**config.mk**
```make
export PLATFORM = sky130hd
export DESIGN_NAME = sld_driver
export DESIGN_NICKNAME = d
export VERILOG_FILES = /design/src/hw/sld_pkg.sv /design/src/hw/sld_frame_timer.sv /design/src/hw/sld_driver.sv
export SDC_FILE = /design/constraint.sdc
export NUM_CORES = 1
export LEC_CHECK = 0
export ABC_CLOCK_PERIOD_IN_PS = 3450
export BUFFER_PORTS_ARGS = -buffer_cell sky130_fd_sc_hd__buf_2
export CORE_MARGIN = 1
export CORE_UTILIZATION = 58
export CTS_CLUSTER_SIZE = 14
export DETAILED_ROUTE_END_ITERATION = 8
export PLACE_DENSITY = 0.8
export SLEW_MARGIN = 25
export SYNTH_ARGS = -nofsm -noshare
export SYNTH_HDL_FRONTEND = slang
export SYNTH_SLANG_ARGS = --single-unit
```
**constraint.sdc**
```tcl
create_clock -name clk_i -period 3.45 [get_ports clk_i]
set_input_delay 1.035 -clock clk_i [delete_from_list [all_inputs] [get_ports clk_i]]
set_output_delay 1.035 -clock clk_i [all_outputs]
set_load 0.03 [all_outputs]
```
**src/hw/sld_pkg.sv**
```systemverilog
// constants and types shared by the segment display driver
`default_nettype none
package sld_pkg;
	// clock and sub-oscillator rates
	localparam int unsigned SLD_CLK_HZ = 250000000;
	localparam int unsigned SLD_FS_HZ = 32768;
	// sub-oscillator tick spacing in system clocks, rounded down
	localparam int unsigned SLD_FS_DIV = SLD_CLK_HZ / SLD_FS_HZ;

	localparam int unsigned SLD_SEGS = 32;
	localparam int unsigned SLD_COMS = 4;

	// register byte offsets
	localparam logic [7:0] SLD_OFF_CTRL = 8'h00;
	localparam logic [7:0] SLD_OFF_ADDR = 8'h04;
	localparam logic [7:0] SLD_OFF_DATA = 8'h08;
	localparam logic [7:0] SLD_OFF_BOOST = 8'h0C;

	// display_control field positions
	localparam int unsigned SLD_CTRL_BIAS = 7;
	localparam int unsigned SLD_CTRL_DUTY_HI = 6;
	localparam int unsigned SLD_CTRL_DUTY_LO = 5;
	localparam int unsigned SLD_CTRL_EN = 4;
	localparam int unsigned SLD_CTRL_STYLE = 2;
	localparam int unsigned SLD_CTRL_FR_HI = 1;
	localparam int unsigned SLD_CTRL_FR_LO = 0;
	localparam logic [7:0] SLD_CTRL_MASK = 8'hF7;

	// system_booster_pll_control field positions
	localparam int unsigned SLD_BOOST_HI = 2;
	localparam int unsigned SLD_BOOST_LO = 1;

	// reset values
	localparam logic [7:0] SLD_CTRL_RST = 8'h00;
	localparam logic [4:0] SLD_ADDR_RST = 5'h00;
	localparam logic [1:0] SLD_BOOST_RST = 2'h0;

	// drive level codes, step index of the bias ladder
	typedef logic [1:0] sld_level_t;
	localparam sld_level_t SLD_LV_GND = 2'h0;
	localparam sld_level_t SLD_LV_LO = 2'h1;
	localparam sld_level_t SLD_LV_HI = 2'h2;
	localparam sld_level_t SLD_LV_TOP = 2'h3;

	// common period in sub-oscillator cycles, indexed by frame-rate code
	localparam logic [8:0] SLD_PER_D2 [4] = '{9'h100, 9'h118, 9'h130, 9'h0E8};
	localparam logic [8:0] SLD_PER_D3 [4] = '{9'h0AC, 9'h0BC, 9'h0CC, 9'h09C};
	localparam logic [8:0] SLD_PER_D4 [4] = '{9'h080, 9'h08C, 9'h098, 9'h074};

	// active commons per duty
	localparam logic [2:0] SLD_NCOM_D2 = 3'h2;
	localparam logic [2:0] SLD_NCOM_D3 = 3'h3;
	localparam logic [2:0] SLD_NCOM_D4 = 3'h4;

	// booster divide minus one, indexed by divider code
	localparam logic [3:0] SLD_BST_DIVM1 [4] = '{4'h0, 4'h3, 4'h7, 4'hF};
endpackage
`default_nettype wire

```
**src/hw/sld_frame_timer.sv**
```systemverilog
// common slot and polarity sequencer running on sub-oscillator ticks
`default_nettype none
module sld_frame_timer (
	input wire logic clk_i,
	input wire logic rst_i,
	input wire logic fs_tick_i,
	input wire logic enable_i,
	input wire logic [8:0] period_i,
	input wire logic [2:0] ncom_i,
	input wire logic style_b_i,
	output logic [1:0] com_idx_o,
	output logic pol_o
);
	logic [8:0] cnt_q;
	logic half_q;
	logic [8:0] limit_w;
	logic end_w;
	logic adv_w;
	logic wrap_w;

	// a-style splits each slot in two halves of opposite polarity
	assign limit_w = style_b_i ? (period_i - 9'h001) : ({1'b0, period_i[8:1]} - 9'h001);
	assign end_w = fs_tick_i && enable_i && (cnt_q >= limit_w);
	assign adv_w = end_w && (style_b_i || half_q);
	assign wrap_w = ({1'b0, com_idx_o} >= (ncom_i - 3'h1));

	always_ff @(posedge clk_i) begin
		if (rst_i || !enable_i) begin
			cnt_q <= 9'h000;
		end else if (fs_tick_i) begin
			cnt_q <= end_w ? 9'h000 : cnt_q + 9'h001;
		end
	end

	// commons cycle over the duty count
	always_ff @(posedge clk_i) begin
		if (rst_i || !enable_i) begin
			com_idx_o <= 2'h0;
		end else if (adv_w) begin
			com_idx_o <= wrap_w ? 2'h0 : com_idx_o + 2'h1;
		end
	end

	// a-style flips per half slot, b-style per frame
	always_ff @(posedge clk_i) begin
		if (rst_i || !enable_i) begin
			half_q <= 1'b0;
			pol_o <= 1'b0;
		end else if (end_w) begin
			half_q <= style_b_i ? 1'b0 : !half_q;
			if (!style_b_i || wrap_w) begin
				pol_o <= !pol_o;
			end
		end
	end

	// helper logic for the period check
	logic [8:0] ticks_q;
	logic settled_q;
	logic [8:0] per_prev_q;
	logic style_prev_q;
	always_ff @(posedge clk_i) begin
		per_prev_q <= period_i;
		style_prev_q <= style_b_i;
		if (rst_i || !enable_i || adv_w) begin
			ticks_q <= 9'h000;
		end else if (fs_tick_i) begin
			ticks_q <= ticks_q + 9'h001;
		end
		if (rst_i || !enable_i || per_prev_q != period_i || style_prev_q != style_b_i) begin
			settled_q <= 1'b0;
		end else if (adv_w) begin
			settled_q <= 1'b1;
		end
	end
endmodule
`default_nettype wire

```
**src/hw/sld_driver.sv**
```systemverilog
// segment display driver top: wishbone registers, display memory, level encoding
`default_nettype none
// How it works
// - thirty-two segment and four common lines, backed by a four by thirty-two dot memory
// - waveforms keep running in every processor operating mode
// - all slot and frame timing counts sub-oscillator ticks only
// - control bit 7 chooses half bias at zero, third bias at one
// - control bits 6..5: 00 half, 01 third, 1x quarter duty
// - control bit 4 enables; while clear every line sits at ground
// - control bit 2 chooses a-style at zero, b-style at one
// - half duty slot lasts 256, 280, 304 or 232 ticks per rate code
// - third duty 172/188/204/156, quarter duty 128/140/152/116 ticks
// - address register holds five bits, upper three read zero, selects segment 0..31
// - data register bits 3..0 move the addressed segment's dots for commons 3..0
// - booster bits 2..1 divide the sub-oscillator rate by 1, 4, 8, 16
module sld_driver #(
	parameter int unsigned FS_DIV = sld_pkg::SLD_FS_DIV
) (
	input wire logic clk_i,
	input wire logic rst_i,
	input wire logic wb_cyc_i,
	input wire logic wb_stb_i,
	input wire logic wb_we_i,
	input wire logic [7:0] wb_adr_i,
	input wire logic [3:0] wb_sel_i,
	input wire logic [31:0] wb_dat_i,
	output logic [31:0] wb_dat_o,
	output logic wb_ack_o,
	output logic [31:0][1:0] seg_level_o,
	output logic [3:0][1:0] com_level_o,
	output logic booster_pulse_o
);
	logic [7:0] ctrl_q;
	logic [4:0] addr_q;
	logic [1:0] boost_q;
	logic [31:0][3:0] ram_q;
	logic [15:0] fs_cnt_q;
	logic fs_tick_q;
	logic [3:0] bst_cnt_q;

	logic req_w;
	logic wr_w;
	logic [7:0] off_w;
	logic hit_ctrl_w;
	logic hit_addr_w;
	logic hit_data_w;
	logic hit_boost_w;

	// bus decode; a request is taken once, in the cycle before ack
	assign req_w = wb_cyc_i && wb_stb_i && !wb_ack_o;
	assign wr_w = req_w && wb_we_i && wb_sel_i[0];
	assign off_w = {wb_adr_i[7:2], 2'b00};
	assign hit_ctrl_w = (off_w == sld_pkg::SLD_OFF_CTRL);
	assign hit_addr_w = (off_w == sld_pkg::SLD_OFF_ADDR);
	assign hit_data_w = (off_w == sld_pkg::SLD_OFF_DATA);
	assign hit_boost_w = (off_w == sld_pkg::SLD_OFF_BOOST);

	// every request is answered one cycle later, unmapped ones too
	always_ff @(posedge clk_i) begin
		if (rst_i) begin
			wb_ack_o <= 1'b0;
		end else begin
			wb_ack_o <= req_w;
		end
	end

	// unmapped offsets read zero; unused and reserved bits read zero
	always_ff @(posedge clk_i) begin
		if (rst_i) begin
			wb_dat_o <= 32'h0000_0000;
		end else if (req_w) begin
			if (hit_ctrl_w) begin
				wb_dat_o <= {24'h00_0000, ctrl_q};
			end else if (hit_addr_w) begin
				wb_dat_o <= {27'h000_0000, addr_q};
			end else if (hit_data_w) begin
				wb_dat_o <= {28'h000_0000, ram_q[addr_q]};
			end else if (hit_boost_w) begin
				wb_dat_o <= {29'h0000_0000, boost_q, 1'b0};
			end else begin
				wb_dat_o <= 32'h0000_0000;
			end
		end
	end

	always_ff @(posedge clk_i) begin
		if (rst_i) begin
			ctrl_q <= sld_pkg::SLD_CTRL_RST;
		end else if (wr_w && hit_ctrl_w) begin
			ctrl_q <= wb_dat_i[7:0] & sld_pkg::SLD_CTRL_MASK;
		end
	end

	always_ff @(posedge clk_i) begin
		if (rst_i) begin
			addr_q <= sld_pkg::SLD_ADDR_RST;
		end else if (wr_w && hit_addr_w) begin
			addr_q <= wb_dat_i[4:0];
		end
	end

	// only the booster divider bits live here; the rest of that register is elsewhere
	always_ff @(posedge clk_i) begin
		if (rst_i) begin
			boost_q <= sld_pkg::SLD_BOOST_RST;
		end else if (wr_w && hit_boost_w) begin
			boost_q <= wb_dat_i[sld_pkg::SLD_BOOST_HI:sld_pkg::SLD_BOOST_LO];
		end
	end

	// display memory, one nibble per segment
	always_ff @(posedge clk_i) begin
		if (rst_i) begin
			ram_q <= '0;
		end else if (wr_w && hit_data_w) begin
			ram_q[addr_q] <= wb_dat_i[3:0];
		end
	end

	// sub-oscillator tick from the system clock
	always_ff @(posedge clk_i) begin
		if (rst_i) begin
			fs_cnt_q <= 16'h0000;
			fs_tick_q <= 1'b0;
		end else if (fs_cnt_q >= 16'(FS_DIV - 1)) begin
			fs_cnt_q <= 16'h0000;
			fs_tick_q <= 1'b1;
		end else begin
			fs_cnt_q <= fs_cnt_q + 16'h0001;
			fs_tick_q <= 1'b0;
		end
	end

	// booster pulse at the divided tick rate
	always_ff @(posedge clk_i) begin
		if (rst_i) begin
			bst_cnt_q <= 4'h0;
			booster_pulse_o <= 1'b0;
		end else if (fs_tick_q && bst_cnt_q >= sld_pkg::SLD_BST_DIVM1[boost_q]) begin
			bst_cnt_q <= 4'h0;
			booster_pulse_o <= 1'b1;
		end else begin
			if (fs_tick_q) begin
				bst_cnt_q <= bst_cnt_q + 4'h1;
			end
			booster_pulse_o <= 1'b0;
		end
	end

	logic en_w;
	logic third_w;
	logic style_b_w;
	logic [1:0] rate_w;
	logic [2:0] ncom_w;
	logic [8:0] period_w;
	logic [1:0] com_idx_w;
	logic pol_w;

	assign en_w = ctrl_q[sld_pkg::SLD_CTRL_EN];
	assign third_w = ctrl_q[sld_pkg::SLD_CTRL_BIAS];
	assign style_b_w = ctrl_q[sld_pkg::SLD_CTRL_STYLE];
	assign rate_w = ctrl_q[sld_pkg::SLD_CTRL_FR_HI:sld_pkg::SLD_CTRL_FR_LO];

	// duty decode, low bit ignored at quarter duty
	always_comb begin
		if (ctrl_q[sld_pkg::SLD_CTRL_DUTY_HI]) begin
			ncom_w = sld_pkg::SLD_NCOM_D4;
			period_w = sld_pkg::SLD_PER_D4[rate_w];
		end else if (ctrl_q[sld_pkg::SLD_CTRL_DUTY_LO]) begin
			ncom_w = sld_pkg::SLD_NCOM_D3;
			period_w = sld_pkg::SLD_PER_D3[rate_w];
		end else begin
			ncom_w = sld_pkg::SLD_NCOM_D2;
			period_w = sld_pkg::SLD_PER_D2[rate_w];
		end
	end

	// no mode input: timing never stops for processor power modes
	sld_frame_timer u_timer (
		.clk_i(clk_i),
		.rst_i(rst_i),
		.fs_tick_i(fs_tick_q),
		.enable_i(en_w),
		.period_i(period_w),
		.ncom_i(ncom_w),
		.style_b_i(style_b_w),
		.com_idx_o(com_idx_w),
		.pol_o(pol_w)
	);

	// selected common swings rail to rail; lit segments answer in opposite phase
	sld_pkg::sld_level_t sel_lv_w;
	sld_pkg::sld_level_t on_lv_w;
	sld_pkg::sld_level_t off_lv_w;
	sld_pkg::sld_level_t idle_com_lv_w;

	// level scheme per bias and polarity
	always_comb begin
		sel_lv_w = pol_w ? sld_pkg::SLD_LV_TOP : sld_pkg::SLD_LV_GND;
		on_lv_w = pol_w ? sld_pkg::SLD_LV_GND : sld_pkg::SLD_LV_TOP;
		if (third_w) begin
			off_lv_w = pol_w ? sld_pkg::SLD_LV_HI : sld_pkg::SLD_LV_LO;
			idle_com_lv_w = pol_w ? sld_pkg::SLD_LV_LO : sld_pkg::SLD_LV_HI;
		end else begin
			// half bias: off segments follow the selected common, idle commons sit mid
			off_lv_w = sel_lv_w;
			idle_com_lv_w = sld_pkg::SLD_LV_LO;
		end
	end

	for (genvar s = 0; s < sld_pkg::SLD_SEGS; s++) begin : g_seg
		always_ff @(posedge clk_i) begin
			if (rst_i || !en_w) begin
				seg_level_o[s] <= sld_pkg::SLD_LV_GND;
			end else begin
				seg_level_o[s] <= ram_q[s][com_idx_w] ? on_lv_w : off_lv_w;
			end
		end
	end

	// commons above the duty count are never selected and stay at the idle level
	for (genvar c = 0; c < sld_pkg::SLD_COMS; c++) begin : g_com
		always_ff @(posedge clk_i) begin
			if (rst_i || !en_w) begin
				com_level_o[c] <= sld_pkg::SLD_LV_GND;
			end else begin
				com_level_o[c] <= (com_idx_w == 2'(c)) ? sel_lv_w : idle_com_lv_w;
			end
		end
	end

	// helper logic for the checks below
	logic rd_addr_q;
	logic hi_seen_w;
	always_ff @(posedge clk_i) begin
		if (rst_i) begin
			rd_addr_q <= 1'b0;
		end else begin
			rd_addr_q <= req_w && !wb_we_i && hit_addr_w;
		end
	end
	always_comb begin
		hi_seen_w = 1'b0;
		for (int i = 0; i < sld_pkg::SLD_SEGS; i++) begin
			hi_seen_w = hi_seen_w || (seg_level_o[i] == sld_pkg::SLD_LV_HI);
		end
		for (int j = 0; j < sld_pkg::SLD_COMS; j++) begin
			hi_seen_w = hi_seen_w || (com_level_o[j] == sld_pkg::SLD_LV_HI);
		end
	end
endmodule
`default_nettype wire

```
==> reports/results.tsv <==
stage	metric	value	unit
critical_path	worstPathMaxFanout	5	
power	vdd_drop_max	0.0002689	V
power	power.leakage	5.942	nW
synth	synth_area_leaders	dfxtp_1, mux2i_1, nor2_1	
clock_tree	postCtsSetupBuffers	0	
layout	nets	1470	
synth	synth_compound_area_frac	0.06794	
place	place_congestion	0.9117	
synth	yosysWarnings	0	
synth	synth_xor_area_frac	0.04051	
timing	clock_skew	0.01091	ns
critical_path	start_kind	flip-flop	
layout	syn2layout_area_growth	13.20	%
outcome	outcome	complete, no violations	
place	pre_cts_slack	0.1678	ns
synth	ys_top_cells_by_count	nor2_1, dfxtp_1, mux2i_1, clkbuf_1, nand2_1	
clock_tree	cts_hold_repair.buffers	0	
timing	maxSlewHeadroom	0.2584	
global_routing	grt_pass1_wl	48260	µm
floorplanning	rows	53	
critical_path	arrival	3.56	ns
clock_tree	cts.sinks	258	
place	place_area	13270	µm²
detailed_routing	vias	9913	
synth	syn_inst	1317	
detailed_routing	firstDrtPassIters	5	
run	maxCapViolations	0	
timing	hold_viol	0	
floorplanning	design.die.area	22210	µm²
critical_path	setup.worst_path.class	reg -> reg	
clock_tree	cts_tree	yes	
global_routing	grt_pass1_vias	9180	
timing	slew_violations	0	
hold_path	hold_class	reg -> reg	
synth	ys_types	58	
clock_tree	cts_made_buffers	26	
timing	finalCriticalPeriod	3.165	ns
hold_path	holdPathStages	2	
layout	layout-drive-gt1-share	0.1765	
synth	synth_simple_gate_area_share	0.1739	
detailed_routing	ant_nets	0	
place	hpwlAfterDp	20330	µm
clock_tree	clock_insertion_delay_worst_skew	0.53	ns
detailed_routing	vias_per_cell	5.880	
place	io_buffers	101	
timing	fin_crit_sh	0.9175	
detailed_routing	wl_per_cell	17.95	µm
detailed_routing	drt_iter0_markers	779	
detailed_routing	routed_wl	30270	µm
timing	setup_violations	0	
clock_tree	clock_tree.root_cell	clkbuf_16	
global_routing	track_usage	0.2730	
global_routing	grt_max_degree	74	
floorplanning	coreArea	21090	µm²
synth	synth-main-ff-cell	dfxtp_1	
synth	synthAdderAreaFrac	0.02893	
synth	synth_top_family_by_area	multiplexers	
global_routing	grt.overflow.total	0	
synth	yosysSeqAreaShare	0.4119	
synth	avgSynthCellArea	9.522	µm²
synth	synth_area	12540	µm²
clock_tree	clockBufferDepth	3	
synth	synth_top_area_share	0.4119	
detailed_routing	drc	0	
synth	async_flop_share	0	
critical_path	cp_data_required_time	3.84	ns
layout	fin_area	14200	µm²
clock_tree	h-tree-depth	1	
layout	antenna_cells	0	
timing	rsz0062_at_grt	no	
global_routing	antenna_found_initial	0	
layout	final_core_util	0.6732	
synth	synth_edf_count	0	
synth	synthMuxAreaShare	0.2276	
floorplanning	pin_count	155	
timing	finalWorstSetupSlack	0.2848	ns
timing	setup_tns	0	ns
clock_tree	clkSlewWorstSetupHoldPaths	0.06	ns
floorplanning	dieWidth	149.0	µm
critical_path	worstSetupEndpointType	flip-flop	
timing	fmax	0.3159	GHz
clock_tree	post_cts_resized	0	
power	p_per_area	427.2	nW/µm²
synth	synth.most_common_cell	nor2_1	
synth	synth-seq-cells	258	
timing	worstMarginPinSlew	1.111	ns
floorplanning	die_h	149.0	µm
floorplanning	initial_utilization	0.5947	
synth	synth_area_leader_cell	dfxtp_1	
critical_path	reg2regPathDepth	12	
## final timing paths
check,startpoint,end,slack (ns)
hold reg to reg,fs_cnt_q[12]$_SDFF_PP0_,fs_cnt_q[12]$_SDFF_PP0_,0.48
setup reg to reg,ctrl_q[5]$_SDFFE_PP0P_,u_timer.half_q$_SDFFE_PP0P_,0.28
setup / recovery,ctrl_q[5]$_SDFFE_PP0P_,u_timer.half_q$_SDFFE_PP0P_,0.28
hold / removal,fs_cnt_q[12]$_SDFF_PP0_,fs_cnt_q[12]$_SDFF_PP0_,0.48
## logic make-up after synthesis
logic type               count (synthesis)
buffers and inverters                  135
AO/OA/AOI/OAI                          137
other                                    1
XOR/XNOR                                58
adder cells (fa/ha/maj)                 29
AND/OR/NAND/NOR                        454
flip-flops                             258
multiplexers                           245
## routing by layer
layer / vias up / share of wire / GRT usage
met5: - / 0 / 0
li1: 4702 / - / -
met2: 421 / 0.47 / 0.4388
met4: 0 / 0.032 / 0.1117
met3: 70 / 0.074 / 0.04190
met1: 4720 / 0.43 / 0.3667
## metrics by stage
step,hold WS [ns],power (mW),cells
finish,0.4830,6.065,1686
global route,0.5380,6.222,1686
CTS,0.4793,6.083,1686
detailed placement,0.4642,3.205,1639
global placement,0.4530,3.204,1639
floorplan,0.4376,3.190,1343
## layout by cell type (no fill, tap or decap), drive strengths merged, types with 8 or more instances in the layout
cell	count
a21oi	51
ha	29
nand2b	10
nand3	13
inv	14
o22ai	35
o21ai	8
xor2	17
nand2	61
or4	8
conb	27
mux2i	212
nor4	9
nand4	14
xnor2	41
nor2	280
buf	142
clkbuf	36
dfxtp	258
nor3	9
mux4	32
and3	9
or4bb	8
## where the power goes
group	switching, mW	internal, mW
registers	0.00712	2.98
logic	0.124	0.0275
clock network	1.19	1.73
total	1.32	4.74
## state kept, by name, indices dropped and copies added, names as in the netlist, 2 cells and up
register	flops
addr_q	5
boost_q	2
bst_cnt_q	4
com_level_o	8
ctrl_q	7
fs_cnt_q	16
ram_q	128
seg_level_o	64
u_timer.cnt_q	9
u_timer.com_idx_o	2
wb_dat_o	8
## worst max-delay path, cell delays in order (launching register included)
cell      delay (ns)
dfxtp_1         0.38
nor2b_1         0.40
mux2i_1         0.32
o21ai_0         0.13
nor3_2          0.25
xnor2_1         0.16
ha_1            0.27
a211oi_1        0.27
o211ai_1        0.19
a41oi_2         0.23
buf_4           0.17
mux2i_1         0.19
nor2_1          0.05
## final cells by class
class | count | area [µm²]
Sequential cell | 258 | 5174
Tap cell | 275 | 344.1
Timing Repair Buffer | 142 | 840.8
Multi-Input combinational cell | 950 | 6887
Fill cell | 1581 | 6892
Clock buffer | 36 | 780.7
Inverter | 14 | 52.55
Clock inverter | 11 | 117.6
Note: power is estimated with default switching activity, not from simulation.
